--- config.mk ---
export PLATFORM = sky130hd
export DESIGN_NAME = arxdr_rx
export DESIGN_NICKNAME = d
export VERILOG_FILES = /design/src/arxdr_pkg.sv /design/src/arxdr_fifo.sv /design/src/arxdr_rx.sv /design/src/arxdr_tick_div.sv
export SDC_FILE = /design/constraint.sdc
export NUM_CORES = 1
export LEC_CHECK = 0
export ABC_AREA = 1
export BUFFER_PORTS_ARGS = -buffer_cell sky130_fd_sc_hd__buf_2
export CAP_MARGIN = 40
export CORE_MARGIN = 5
export CORE_UTILIZATION = 60
export DETAILED_ROUTE_END_ITERATION = 8
export PLACE_DENSITY = 0.77
export SYNTH_ARGS = -nofsm -noshare
export SYNTH_HDL_FRONTEND = slang
export SYNTH_SLANG_ARGS = --single-unit
--- constraint.sdc ---
create_clock -name i_sys_clk -period 4.5 [get_ports i_sys_clk]
set_input_delay 0.225 -clock i_sys_clk [delete_from_list [all_inputs] [get_ports i_sys_clk]]
set_output_delay 0.225 -clock i_sys_clk [all_outputs]
set_load 0.05 [all_outputs]
--- src/arxdr_pkg.sv ---
// Purpose: shared constants and types for the serial receive data recovery block
// Assumes: 40 MHz module clock, sixteen oversample ticks per bit
// Notes: tick positions are numbered 1..16 within each bit period
package arxdr_pkg;

  // module clock and default line rate
  localparam int CLK_HZ = 40_000_000;
  localparam int BAUD_DEFAULT = 9600;
  localparam int OSR = 16;
  // cycles per oversample tick, rounded down so the tick never runs slow
  localparam int TICK_DIV = CLK_HZ / (BAUD_DEFAULT * OSR);

  // oversample tick positions within one bit
  localparam logic [4:0] RT_FIRST = 5'h01;
  localparam logic [4:0] RT_VER_A = 5'h03;
  localparam logic [4:0] RT_VER_B = 5'h05;
  localparam logic [4:0] RT_VER_C = 5'h07;
  localparam logic [4:0] RT_MID_A = 5'h08;
  localparam logic [4:0] RT_MID_B = 5'h09;
  localparam logic [4:0] RT_MID_C = 5'h0A;
  localparam logic [4:0] RT_LAST = 5'h10;

  // ticks from start edge to end of stop sampling
  localparam int BITS_TO_STOP8 = 9;
  localparam int BITS_TO_STOP9 = 10;
  localparam int CHAR8_TICKS = BITS_TO_STOP8 * OSR + 10;
  localparam int CHAR9_TICKS = BITS_TO_STOP9 * OSR + 10;

  // character buffer shape
  localparam int DATA_W = 9;
  localparam int FIFO_DEPTH = 16;

  // line history starts cleared, so three idle ticks come before any start
  localparam logic [2:0] HIST_RESET = 3'h0;

  typedef enum logic [2:0] {
    ARXDR_HUNT,
    ARXDR_START,
    ARXDR_DATA,
    ARXDR_STOP,
    ARXDR_PUSH
  } arxdr_state_t;

  // one recovered character with its status
  typedef struct packed {
    logic [DATA_W-1:0] data;
    logic noise_flag;
    logic framing_error_flag;
    logic break_seen;
  } arxdr_char_t;

endpackage

--- src/arxdr_fifo.sv ---
// Purpose: small character buffer between data recovery and the reader
// Assumes: reader may stall; writer waits on in_ready
// Notes: read data comes from a register, so capacity is DEPTH plus one
`timescale 1ns/100ps
module arxdr_fifo #(
  parameter int WIDTH = 12,
  parameter int DEPTH = arxdr_pkg::FIFO_DEPTH
) (
  input wire logic i_sys_clk,
  input wire logic i_rst_b,
  input wire logic i_in_valid,
  input wire logic [WIDTH-1:0] i_in_data,
  output logic o_in_ready,
  output logic o_out_valid,
  output logic [WIDTH-1:0] o_out_data,
  input wire logic i_out_ready
);

  localparam int AW = $clog2(DEPTH);
  localparam logic [AW:0] FULL = (AW+1)'(DEPTH);

  logic [WIDTH-1:0] mem [DEPTH];
  logic [AW-1:0] wr_ptr;
  logic [AW-1:0] rd_ptr;
  logic [AW:0] count;

  // honest full: writer is held off while the array is full
  assign o_in_ready = (count != FULL);
  wire do_wr = i_in_valid && o_in_ready;
  wire do_rd = (count != '0) && (!o_out_valid || i_out_ready);

  // array write, no reset needed on storage
  always_ff @(posedge i_sys_clk)
  begin
    if (do_wr)
      mem[wr_ptr] <= i_in_data;
  end

  // pointers, level and registered output stage
  always_ff @(posedge i_sys_clk or negedge i_rst_b)
  begin
    if (!i_rst_b)
    begin
      wr_ptr <= '0;
      rd_ptr <= '0;
      count <= '0;
      o_out_valid <= 1'b0;
      o_out_data <= '0;
    end
    else
    begin
      wr_ptr <= do_wr ? wr_ptr + 1'b1 : wr_ptr;
      rd_ptr <= do_rd ? rd_ptr + 1'b1 : rd_ptr;
      count <= count + (AW+1)'(do_wr) - (AW+1)'(do_rd);
      if (do_rd)
      begin
        o_out_data <= mem[rd_ptr];
        o_out_valid <= 1'b1;
      end
      else if (i_out_ready)
        o_out_valid <= 1'b0;
    end
  end

endmodule

--- src/arxdr_rx.sv ---
// Purpose: data recovery front end of an asynchronous serial receiver
// Assumes: idle-high line, 8 or 9 data bits, one stop bit, no parity
// Notes: completed characters queue in a buffer; line is ignored while a character waits on a full buffer
// Function
// - reject start if two of RT3/5/7 high
// - failed start resets tick count, hunts again
// - single high verify sample flags noise
// - data bit is majority of RT8/9/10
// - non-unanimous data samples flag noise
// - high start mid samples flag noise only
// - stop majority zero framing error, disagreement noise
// - missing stop one sets framing error
// - break character sets framing error
// - framing error appears with receive full
// - resync tick count on valid falling edges
// - 8-bit stop sampling ends at 154 ticks
// - 9-bit stop sampling ends at 170 ticks
// - sample pin on sixteen-per-bit ticks
// - start edge is zero after three ones
// - resync after start and 1-to-0 data
`timescale 1ns/100ps
module arxdr_rx #(
  parameter int TICK_DIV = arxdr_pkg::TICK_DIV,
  parameter int DEPTH = arxdr_pkg::FIFO_DEPTH
) (
  input wire logic i_sys_clk,
  input wire logic i_rst_b,
  input wire logic i_serial_input_pin,
  input wire logic i_rx_enable,
  input wire logic i_nine_bit,
  input wire logic i_rd_ready,
  output logic o_receive_full_flag,
  output arxdr_pkg::arxdr_char_t o_rx_char,
  output logic o_char_strobe,
  output logic o_busy
);

  localparam int CW = $bits(arxdr_pkg::arxdr_char_t);

  // three-sample helpers used for verify, data and stop decisions
  function automatic logic [1:0] f_ones(input logic [2:0] s);
    f_ones = 2'(s[0]) + 2'(s[1]) + 2'(s[2]);
  endfunction

  function automatic logic f_major(input logic [2:0] s);
    f_major = (f_ones(s) >= 2'h2);
  endfunction

  logic tick;
  logic rx_meta;
  logic rx_sync;
  logic [2:0] hist;
  arxdr_pkg::arxdr_state_t st;
  arxdr_pkg::arxdr_state_t next_st;
  logic [4:0] rt;
  logic [4:0] next_rt;
  logic [3:0] idx;
  logic [3:0] next_idx;
  logic last_bit;
  logic [1:0] early;
  logic [1:0] mid;
  logic [8:0] shreg;
  logic noise_acc;
  logic fe_acc;
  logic fifo_ready;
  arxdr_pkg::arxdr_char_t push_char;

  // oversample tick enable at sixteen per bit
  arxdr_tick_div #(
    .DIV(TICK_DIV)
  ) u_tick (
    .i_sys_clk(i_sys_clk),
    .i_rst_b(i_rst_b),
    .i_enable(i_rx_enable),
    .o_tick(tick)
  );

  // pin resynchroniser; only the second stage feeds logic
  always_ff @(posedge i_sys_clk or negedge i_rst_b)
  begin
    if (!i_rst_b)
    begin
      rx_meta <= 1'b1;
      rx_sync <= 1'b1;
    end
    else
    begin
      rx_meta <= i_serial_input_pin;
      rx_sync <= rx_meta;
    end
  end

  // tick position of the sample being taken now
  wire [4:0] cur_rt = (rt == arxdr_pkg::RT_LAST) ? arxdr_pkg::RT_FIRST : rt + 5'h01;
  wire [2:0] three = {early, rx_sync};
  wire [2:0] mids = {mid, rx_sync};
  wire [1:0] ver_ones = f_ones(three);
  wire at_ver_c = tick && (cur_rt == arxdr_pkg::RT_VER_C);
  wire at_mid_c = tick && (cur_rt == arxdr_pkg::RT_MID_C);
  wire in_mid = (cur_rt >= arxdr_pkg::RT_MID_A) && (cur_rt <= arxdr_pkg::RT_MID_C);

  // start edge needs three highs before the low sample
  wire start_edge = tick && (st == arxdr_pkg::ARXDR_HUNT) && (hist == 3'h7) && !rx_sync;
  wire start_fail = at_ver_c && (st == arxdr_pkg::ARXDR_START) && (ver_ones >= 2'h2);
  wire start_noisy = at_ver_c && (st == arxdr_pkg::ARXDR_START) && (ver_ones == 2'h1);
  wire start_mid = at_mid_c && (st == arxdr_pkg::ARXDR_START);
  wire data_eval = at_mid_c && (st == arxdr_pkg::ARXDR_DATA);
  wire stop_eval = at_mid_c && (st == arxdr_pkg::ARXDR_STOP);
  wire mid_bit = f_major(mids);
  wire mid_noisy = (mids != 3'h0) && (mids != 3'h7);

  // falling edge inside the character after a bit judged one; the mid
  // samples are left alone so a glitch there cannot move the window
  wire fall = tick && hist[0] && !rx_sync;
  wire resync = fall && (st == arxdr_pkg::ARXDR_DATA) && last_bit && !in_mid;
  wire early_jump = resync && (cur_rt > arxdr_pkg::RT_MID_C);
  wire [3:0] last_idx = i_nine_bit ? 4'h8 : 4'h7;
  wire bit_end = tick && (cur_rt == arxdr_pkg::RT_LAST);

  // next state of the recovery sequence
  always_comb
  begin
    next_st = st;
    next_idx = idx;
    unique case (st)
      arxdr_pkg::ARXDR_HUNT:
      begin
        next_idx = 4'h0;
        if (start_edge)
          next_st = arxdr_pkg::ARXDR_START;
      end
      arxdr_pkg::ARXDR_START:
      begin
        if (start_fail)
          next_st = arxdr_pkg::ARXDR_HUNT;
        else if (bit_end)
          next_st = arxdr_pkg::ARXDR_DATA;
      end
      arxdr_pkg::ARXDR_DATA:
      begin
        if (bit_end || early_jump)
        begin
          if (idx == last_idx)
            next_st = arxdr_pkg::ARXDR_STOP;
          else
            next_idx = idx + 4'h1;
        end
      end
      arxdr_pkg::ARXDR_STOP:
      begin
        if (stop_eval)
          next_st = arxdr_pkg::ARXDR_PUSH;
      end
      arxdr_pkg::ARXDR_PUSH:
      begin
        if (fifo_ready)
          next_st = arxdr_pkg::ARXDR_HUNT;
      end
    endcase
    if (!i_rx_enable)
      next_st = arxdr_pkg::ARXDR_HUNT;
  end

  // tick counter: held at zero while hunting, restarted on edges
  always_comb
  begin
    next_rt = rt;
    if (next_st == arxdr_pkg::ARXDR_HUNT || next_st == arxdr_pkg::ARXDR_PUSH)
      next_rt = 5'h00;
    else if (start_edge || resync)
      next_rt = arxdr_pkg::RT_FIRST;
    else if (tick)
      next_rt = cur_rt;
  end

  // sequence registers
  always_ff @(posedge i_sys_clk or negedge i_rst_b)
  begin
    if (!i_rst_b)
    begin
      st <= arxdr_pkg::ARXDR_HUNT;
      rt <= 5'h00;
      idx <= 4'h0;
    end
    else
    begin
      st <= next_st;
      rt <= next_rt;
      idx <= next_idx;
    end
  end

  // line history, verify samples and mid samples, all on ticks
  always_ff @(posedge i_sys_clk or negedge i_rst_b)
  begin
    if (!i_rst_b)
    begin
      hist <= arxdr_pkg::HIST_RESET;
      early <= 2'h0;
      mid <= 2'h0;
    end
    else if (tick)
    begin
      hist <= {hist[1:0], rx_sync};
      if (cur_rt == arxdr_pkg::RT_VER_A || cur_rt == arxdr_pkg::RT_VER_B)
        early <= {early[0], rx_sync};
      if (cur_rt == arxdr_pkg::RT_MID_A || cur_rt == arxdr_pkg::RT_MID_B)
        mid <= {mid[0], rx_sync};
    end
  end

  // bit decisions and status gathered over the character
  always_ff @(posedge i_sys_clk or negedge i_rst_b)
  begin
    if (!i_rst_b)
    begin
      last_bit <= 1'b0;
      shreg <= 9'h000;
      noise_acc <= 1'b0;
      fe_acc <= 1'b0;
    end
    else if (start_edge)
    begin
      last_bit <= 1'b0;
      shreg <= 9'h000;
      noise_acc <= 1'b0;
      fe_acc <= 1'b0;
    end
    else
    begin
      if (data_eval)
      begin
        last_bit <= mid_bit;
        shreg[idx] <= mid_bit;
      end
      // noise from any part of the character sticks until the next start edge
      if (start_noisy || (start_mid && mids != 3'h0) || ((data_eval || stop_eval) && mid_noisy))
        noise_acc <= 1'b1;
      if (stop_eval && !mid_bit)
        fe_acc <= 1'b1;
    end
  end

  // an 8-bit character repeats bit 7 in the ninth position
  // one driver for the whole word keeps strict tools happy
  wire [8:0] push_data = i_nine_bit ? shreg : {shreg[7], shreg[7:0]};
  wire push_break = fe_acc && (shreg == 9'h000);
  assign push_char = '{data: push_data,
                       noise_flag: noise_acc,
                       framing_error_flag: fe_acc,
                       break_seen: push_break};

  // buffer; while it is full the block waits in push and ignores the line
  arxdr_fifo #(
    .WIDTH(CW),
    .DEPTH(DEPTH)
  ) u_fifo (
    .i_sys_clk(i_sys_clk),
    .i_rst_b(i_rst_b),
    .i_in_valid(st == arxdr_pkg::ARXDR_PUSH),
    .i_in_data(push_char),
    .o_in_ready(fifo_ready),
    .o_out_valid(o_receive_full_flag),
    .o_out_data(o_rx_char),
    .i_out_ready(i_rd_ready)
  );

  // registered status outputs
  always_ff @(posedge i_sys_clk or negedge i_rst_b)
  begin
    if (!i_rst_b)
    begin
      o_char_strobe <= 1'b0;
      o_busy <= 1'b0;
    end
    else
    begin
      o_char_strobe <= (st == arxdr_pkg::ARXDR_PUSH) && fifo_ready;
      o_busy <= (next_st != arxdr_pkg::ARXDR_HUNT);
    end
  end

  // helper: ticks since the start edge, and whether any resync happened
  logic [7:0] char_ticks;
  logic resynced;
  always_ff @(posedge i_sys_clk or negedge i_rst_b)
  begin
    if (!i_rst_b)
    begin
      char_ticks <= 8'h00;
      resynced <= 1'b0;
    end
    else if (start_edge)
    begin
      char_ticks <= 8'h01;
      resynced <= 1'b0;
    end
    else if (tick)
    begin
      char_ticks <= char_ticks + 8'h01;
      resynced <= resynced || resync;
    end
  end
endmodule

--- src/arxdr_tick_div.sv ---
// Purpose: divides the module clock down to the oversample tick enable
// Assumes: single clock domain, DIV of at least 2
// Notes: tick is a one-cycle pulse; divider holds in reset while disabled
`timescale 1ns/100ps
module arxdr_tick_div #(
  parameter int DIV = arxdr_pkg::TICK_DIV
) (
  input wire logic i_sys_clk,
  input wire logic i_rst_b,
  input wire logic i_enable,
  output logic o_tick
);

  localparam int CW = $clog2(DIV);
  localparam logic [CW-1:0] LAST = CW'(DIV - 1);

  logic [CW-1:0] cnt;
  wire at_last = (cnt == LAST);

  // free counter; restarts so the first tick after enable is a full period
  always_ff @(posedge i_sys_clk or negedge i_rst_b)
  begin
    if (!i_rst_b)
    begin
      cnt <= '0;
      o_tick <= 1'b0;
    end
    else
    begin
      cnt <= (!i_enable || at_last) ? '0 : cnt + 1'b1;
      o_tick <= i_enable && at_last;
    end
  end

endmodule

After elaboration in Yosys (flattened, before gate mapping):

Memories as Yosys holds them, arrays and structs flattened. A register that Yosys moved wholly into a read port is not among the register bits.
Cells that the tools add are included.

* memories kept: 1
* output and inout port bits: 15
* input bits: 6
* RAM bits: 192
* flip-flop bits (word level): 59
* logic and storage cells: 153

Memories
* u_fifo.mem: depth 16, bits a word 12, read ports 1, clocked after memory_dff 1, write ports 1, RTL line arxdr_fifo.sv:22 `logic [WIDTH-1:0] mem [DEPTH];`

* $lt $le $gt $ge: 7
* reductions and logical operators: 59
* mux-type cells: 34
* add/sub/neg operators: 11
* equal/unequal tests: 21

Operators by type and width (number)
* $mux W9: 4
* $logic_and A1 B1 Y1: 28
* $mux W3: 8
* $mux W5: 4
* $eq A5 B4 Y1 const B: 3
* $pmux W3 S5: 1
* $add A4 B1 Y4 const B: 3
* $mux W4: 3
* $mux W1: 11
* $eq A5 B3 Y1 const B: 2
* $eq A5 B5 Y1 const B: 2
* $logic_or A1 B1 Y1: 10
* $reduce_bool A2 Y1: 5
* $add A9 B1 Y9 const B: 1
* $bwmux W9: 1
* $eq A3 B3 Y1 const B: 3
* $eq A9 B9 Y1 const B: 1
* $logic_not A9 Y1: 1
* $reduce_bool A3 Y1: 3
* $pmux W4 S2: 1
* $eq A3 B2 Y1 const B: 2
* $logic_not A1 Y1: 6
* $logic_not A3 Y1: 2
* $add A5 B1 Y5: 1
* 22 further kinds: 26

Depth between registers and ports, before layout:

Gate-level depths: netlist (run 1).

* depth in word-level cells: 14
* gate-level depth with buffers: 18
* mapped depth without buffers: 18

By module:

A second synthesis (run 1) with hierarchy kept.

* cell total of the unflattened synthesis: 1277
* area total of the unflattened synthesis: 12210.5 um^2

By module, submodules not included
* arxdr_fifo: area each 9521.6 um^2, cells an instance 927, times used 1
* arxdr_rx: area each 2142.1 um^2, cells an instance 279, times used 1
* arxdr_tick_div: area each 546.8 um^2, cells an instance 71, times used 1

Worst setup path after synthesis (run 1):

No wires, ideal clock.

* path type: reg2reg
* start point: register u_fifo.o_out_valid
* end point: register u_fifo.count[4]
* setup time: 0.079 ns
* data arrival time: 2.652 ns
* slack: 1.769 ns
* path buffers: 2
* cell stages (with the launch flop): 13
* data required time: 4.421 ns
* path through: dfrtp_1 -> nand2_1 -> nand2_1 -> inv_1 -> clkbuf_1 -> clkbuf_1 -> ha_1 -> inv_1 -> ha_1 -> inv_1 -> fa_1 -> o21ai_0 -> xor2_1

* cells in the longest elaborated chain, start to end: 4

Ends and longest elaborated chain
* start: declaration: RTL line arxdr_fifo.sv:14 `output logic o_out_valid,`
* start signal: assignment: RTL line arxdr_fifo.sv:47 `o_out_valid <= 1'b0;`
* start signal: assignment: RTL line arxdr_fifo.sv:58 `o_out_valid <= 1'b1;`
* start signal: assignment: RTL line arxdr_fifo.sv:61 `o_out_valid <= 1'b0;`
* $logic_not A1 Y1: RTL line arxdr_fifo.sv:30 `wire do_rd = (count != '0) && (!o_out_valid || i_out_ready);`
* $logic_or A1 B1 Y1: RTL line arxdr_fifo.sv:30
* $logic_and A1 B1 Y1: RTL line arxdr_fifo.sv:30
* named net u_fifo.do_rd: RTL line arxdr_fifo.sv:30
* $sub A5 B1 Y5: RTL line arxdr_fifo.sv:54 `count <= count + (AW+1)'(do_wr) - (AW+1)'(do_rd);`
* end signal: assignment: RTL line arxdr_fifo.sv:54
* end: declaration: RTL line arxdr_fifo.sv:25 `logic [AW:0] count;`

The timed path passes the listed nets, and every way through them passes these cells.
A chain may end at the register's enable or synchronous reset.

Worst setup path after layout (run 1):

* start point: register u_fifo.count[3]
* end point: register u_fifo.count[4]

* cells in the longest elaborated chain, start to end: 4

Ends and longest elaborated chain
* $ne A5 B5 Y1: RTL line arxdr_fifo.sv:28 `assign o_in_ready = (count != FULL);`
* $logic_and A1 B1 Y1: RTL line arxdr_fifo.sv:29 `wire do_wr = i_in_valid && o_in_ready;`
* $add A5 B1 Y5: RTL line arxdr_fifo.sv:54
* $sub A5 B1 Y5 (*): RTL line arxdr_fifo.sv:54

Every way passes the cells marked *; elsewhere a longest branch is shown, timed or not.

==> results of run 1 <==
## worst max-delay path, cell delays in order, from the launching register on
cell	delay, ps
dfrtp_1	360
inv_1	70
ha_1	200
nand4_1	100
nand2_1	90
inv_1	60
buf_4	310
ha_1	290
inv_1	60
ha_1	150
inv_1	50
fa_1	380
o21ai_0	230
xor2_1	160
## final timing paths
| check | start | end | slack (ps) | depth (start not counted) |
|---|---|---|---|---|
| setup / recovery | u_fifo.count[3] | u_fifo.count[4] | 1920 | 13 |
| max in group asynchronous | i_rst_b | u_fifo.o_out_data[0] | 3820 | 3 |
| setup reg to reg | u_fifo.count[3] | u_fifo.count[4] | 1920 | 13 |
| hold / removal | i_rd_ready | u_fifo.o_out_valid | 20 | 4 |
| min in group asynchronous | i_rst_b | rt[4] | 110 | 2 |
| hold reg to reg | rx_meta | rx_sync | 360 | 0 |
## routing by layer
layer	vias up	share of wire
met3	43	0.089
met2	355	0.48
met4	0	0.024
li1	3512	-
met1	3595	0.40
met5	-	0
## state kept, by name (all words and copies together) (netlist names)
signal and count:
u_fifo.o_out_valid 1, u_tick.o_tick 1, u_tick.cnt 9, o_busy 1, idx 4, u_fifo.mem 192, u_fifo.count 5, shreg 9
mid 2, fe_acc 1, u_fifo.wr_ptr 4, last_bit 1, o_char_strobe 1, u_fifo.rd_ptr 4, rt 5, early 2
noise_acc 1, rx_meta 1, hist 3, rx_sync 1, u_fifo.o_out_data 12, st 3
## through the flow
stage / cells / instance area, um2 / setup slack, ps / util / power, W
finish: 1240 / 12490 / 1919 / 0.6884 / 0.007198
global route: 1240 / 12490 / 1724 / 0.6884 / 0.007571
CTS: 1240 / 12490 / 1908 / 0.6884 / 0.007220
detailed placement: 1188 / 11590 / 1933 / 0.6387 / 0.005022
global placement: 1170 / 11410 / 1932 / 0.6289 / 0.004936
floorplan: 960 / 11150 / 1769 / - / 0.004400
## cell type report
class                      count  area (um2)  share of cell area
sequential                   263        7546              0.6040
multi-input combinational    574        3136              0.2510
clock buffer                  35       735.7             0.05889
timing repair buffer          47       354.1             0.02834
inverter                      77       289.0             0.02313
tap                          229       286.5             0.02293
clock inverter                15       146.4             0.01172
## power by group through the flow
stage | clock, W | sequential [W] | combinational (W)
floorplan | 0 | 0.00314 | 0.00126
global placement | 0 | 0.00294 | 0.00200
detailed placement | 0 | 0.00294 | 0.00208
CTS | 0.00223 | 0.00290 | 0.00210
global route | 0.00234 | 0.00291 | 0.00232
finish | 0.00220 | 0.00290 | 0.00210
## repair_timing
action / in CTS / in global routing
hold buffers: 2 / 0
hold endpoints to repair: 72 / 0
setup buffers: 0 / 0
## logic make-up after synthesis
group,after synthesis,share of synthesized area
muxes,1,0.001010
adders and majority gates,23,0.02715
xor gates and xnor gates,11,0.008640
and+or+nand+nor,313,0.1214
buffers and inverters,123,0.04364
AOI/OAI and AO/OA,226,0.1216
DFF,263,0.6765
## Yosys cell counts (2+ instances only)
cell	count
o221ai_1	34
o22ai_1	14
xnor2_1	2
xor2_1	9
edfxtp_1	192
nand2_1	78
nor3_1	5
nand4_1	16
o21ai_0	120
nor2_2	3
nand3_2	2
fa_1	2
buf_2	8
buf_6	2
inv_2	6
clkbuf_1	35
dfrtp_1	69
nor3b_1	4
ha_1	21
o21a_1	2
o21ai_1	9
o31ai_1	2
nand2_2	8
nor2_1	155
dfstp_2	2
a31oi_1	14
nand3_1	34
o211ai_1	14
inv_1	69
nor4_1	4
clkinv_1	2
a21oi_1	12
==> results.cfg, run 1 <==
[run_status]
run_status = completed

[drt]
vias = 7505
drtIter0Drc = 841
route.detailed.drc = 0
drt_pre_antenna_iters = 5
via_per_inst = 6.052
ant_nets = 0
wl_per_cell_um = 20.48
wl_um = 25390

[yosys]
yosysSeqAreaShare = 0.6765
synth_cell_types = 43
synthTopCellsByArea = edfxtp_1 52%, dfrtp_1 15%, o21ai_0 5.4%
synth_warnings = 0
yosysTopAreaCell = edfxtp_1
synth-seq-cells = 263
synth_area_per_cell_um2 = 11.62
synth_edf_count = 192
syn-cell-area_um2 = 11150
syn_nets = 989
synth_cells = 960
yosysTopAreaCellShare = 0.5170
async_flop_share = 0.2700
ys.flop_type = edfxtp_1

[cts]
root_buffer = clkbuf_16
clk_path_buf_depth = 3
clock_latency_ps = 540
cts_resized = 0
clkSinkCount = 263
clk_pin_slew_ps = 60
h-tree-depth = 1
cts_buffers = 27
cts_tree = yes

[global_routing]
use_met3 = 0.04338
met2_usage = 0.3913
first_global_vias = 7289
grt_use_total = 0.2373
overflow = 0
met1_usage = 0.3312
grt_max_degree = 99
grt.busiest_layer = met2
grt_pass1_wl_um = 40180
antenna_found_initial = 0

[power_and_ir_drop]
pwr-share-clk = 0.306
p_sw_w = 0.002522
power.internal_w = 0.004677
swShare = 0.3503
seq_power_share = 0.402
combPwrFrac = 0.292
p_leak_nw = 4.582
pwr_density_cell_nw_per_um2 = 576.2
ir_worst_vdd_uv = 474.6

[die]
row_count = 49
core_um2 = 18150
ioPinCount = 21
start_util = 0.6145
die-height_um = 146.3
chipWidth_um = 146.3
dieArea_um2 = 21410

[critical_path]
crit_path_start_kind = flop
worstSetupEndpointType = flop
critPathKind = flop to flop
worstPathArrival_ps = 3040
worstPathRequired_ps = 4960
cp_max_fo = 29

[sta]
fmax_mhz = 387.5
finClkSkew_ps = 14.55
worstMarginPinSlew_ps = 958.4
slew_headroom = 0.3611
fin_hold_ws_ps = 21.51
finalCriticalPeriod_ps = 2581
grt_setup_unrepaired = false
fin_crit_sh = 0.5735
tns_ps = 0
hold_viol = 0
finalSetupViolCount = 0
drv_slew = 0

[worst_hold_path]
hold_class = input pin to flop

[cells_and_area]
drive_gt1_frac = 0.1098
n_fill_cell = 1262
final_net_count = 1019
final_cell_mix = 192 x edfxtp_1, 155 x nor2_1, 120 x o21ai_0
mostFrequentLayoutCell = edfxtp_1
syn_to_final_growth_pct = 12.03
n_antenna_cell = 0

[run]
drv_cap = 0

[place]
dp_hpwl_um = 16120
gp_congestion = 0.8471
port_buffers = 20
(Power assumes the default switching activity.)
==> run 2: changes to the inputs <==
CORE_UTILIZATION = 56   (was 60)
PLACE_DENSITY = 0.75   (was 0.77)
clock period = 2.3 ns   (was 4.5 ns; I/O delays follow)
==> results.cfg, run 2 (synthesized netlist as in run 1, its figures left out) <==
[run_status]
run_status = completed

[global_routing]
use_met3 = 0.03501
first_global_vias = 7472
grt_use_total = 0.2229
met2_usage = 0.3769
grt_max_degree = 64
grt.busiest_layer = met2
overflow = 0
grt_pass1_wl_um = 39520
met1_usage = 0.3008
antenna_found_initial = 0

[cts]
cts_buffers = 27
root_buffer = clkbuf_16
cts_tree = yes
clock_latency_ps = 550
post-cts-setup-buffer-count = 0
clkSinkCount = 263
h-tree-depth = 1
clk_path_buf_depth = 3
clk_pin_slew_ps = 60

[place]
port_buffers = 20
place_ws_ps = 165.6
dp_hpwl_um = 15280
gp_congestion = 0.8821

[drt]
vias = 7585
via_per_inst = 5.844
drt_pre_antenna_iters = 5
drtIter0Drc = 624
ant_nets = 0
route.detailed.drc = 0
wl_um = 24810
wl_per_cell_um = 19.12

[die]
die-height_um = 151.1
core_um2 = 19530
row_count = 51
ioPinCount = 21
dieArea_um2 = 22840
start_util = 0.5711
chipWidth_um = 151.1

[critical_path]
crit_path_start_kind = flop
worstPathArrival_ps = 2590
r2r_slack_ps = 180
worstSetupEndpointType = flop
cp_max_fo = 3
worstPathRequired_ps = 2770
critPathKind = flop to flop

[sta]
drv_slew = 0
fmax_mhz = 470.9
fin_hold_ws_ps = 133.1
finalSetupViolCount = 0
tns_ps = 0
worstMarginPinSlew_ps = 680.1
slew_headroom = 0.5466
hold_viol = 0
fin_crit_sh = 0.9232
post-route-worst-setup-slack_ps = 176.6
grt_setup_unrepaired = false
finalCriticalPeriod_ps = 2123
finClkSkew_ps = 16.20

[power_and_ir_drop]
pwr_density_cell_nw_per_um2 = 1111
swShare = 0.3507
pwr-share-clk = 0.306
p_leak_nw = 4.720
ir_worst_vdd_uv = 720.4
seq_power_share = 0.397
power.internal_w = 0.009270
p_sw_w = 0.005008
combPwrFrac = 0.298

[cells_and_area]
syn_to_final_growth_pct = 15.20
regMostFlops = u_fifo.mem
drive_gt1_frac = 0.1413
reg_top3 = u_fifo.mem: 192 flops, u_fifo.o_out_data: 12 flops
n_antenna_cell = 0
final_net_count = 1042
mostFrequentLayoutCell = edfxtp_1
final_cell_mix = 192 x edfxtp_1, 155 x nor2_1, 119 x o21ai_0
largest_reg_flops = 192

[run]
drv_cap = 0

[worst_hold_path]
hold_class = input pin to async pin
-- run 2: changes by cell type in the layout (fill, tap and decap cells not counted), moves of 3 or more --
cell	change
buf_12	+10
buf_4	+15
buf_6	-3
clkbuf_8	-3
ha_1	-3
clkinv_2	+3
clkinvlp_4	+3
clkinv_1	-5
-- run 2: what timing repair did --
action,in CTS,in global routing
endpoints found under the setup margin,0,12
gates resized for setup,0,1
hold endpoints to repair,47,0
hold buffers,4,0
-- run 2: stage by stage --
step / instances / total power, W / util / instance area, um2
3_5_place_dp: 1245 / 0.009994 / 0.6102 / 11910
2_1_floorplan: 960 / 0.008680 / - / 11210
5_1_grt: 1298 / 0.01500 / 0.6580 / 12850
3_3_place_gp: 1245 / 0.009824 / 0.6102 / 11910
4_1_cts: 1298 / 0.01434 / 0.6579 / 12850
6_report: 1298 / 0.01428 / 0.6580 / 12850
-- run 2: path summary, 6_finish.rpt --
path	depth (start not counted)	from	end
max in group asynchronous	3	i_rst_b	rt[0]
setup reg to reg	12	u_fifo.count[3]	u_fifo.count[4]
hold / removal	2	i_rst_b	early[1]
setup / recovery	12	u_fifo.count[3]	u_fifo.count[4]
hold reg to reg	0	rx_meta	rx_sync
min in group i_sys_clk	3	i_nine_bit	u_fifo.mem[5][11]
-- run 2: power by group through the flow --
stage	clock network (W)	logic, W	registers, W
floorplan	0	0.00254	0.00614
global placement	0	0.00409	0.00574
detailed placement	0	0.00424	0.00576
CTS	0.00442	0.00426	0.00566
global route	0.00459	0.00471	0.00570
finish	0.00436	0.00425	0.00566
-- run 2: area by class of cell --
| cell class | count | area [um2] |
|---|---|---|
| Clock buffer | 31 | 690.7 |
| Clock inverter | 18 | 201.4 |
| Fill cell | 1420 | 6679 |
| Inverter | 77 | 289.0 |
| Multi-Input combinational cell | 574 | 3161 |
| Sequential cell | 263 | 7548 |
| Tap cell | 265 | 331.6 |
| Timing Repair Buffer | 70 | 625.6 |
-- run 2: routing by layer --
metal,part of all wire,routed length [um]
met1,0.41,10170
met2,0.48,12020
met3,0.080,1983
met4,0.026,633
met5,0,0
-- run 2: worst max-delay path, cell delays in order (launching register included) --
cell and delay, ps:
dfrtp_1 400, inv_1 80, ha_2 180, nand4_1 70, nand2_1 120, inv_1 90, ha_4 240, inv_2 60
ha_4 130, inv_2 40, fa_2 370, o21ai_2 130, xor2_1 140
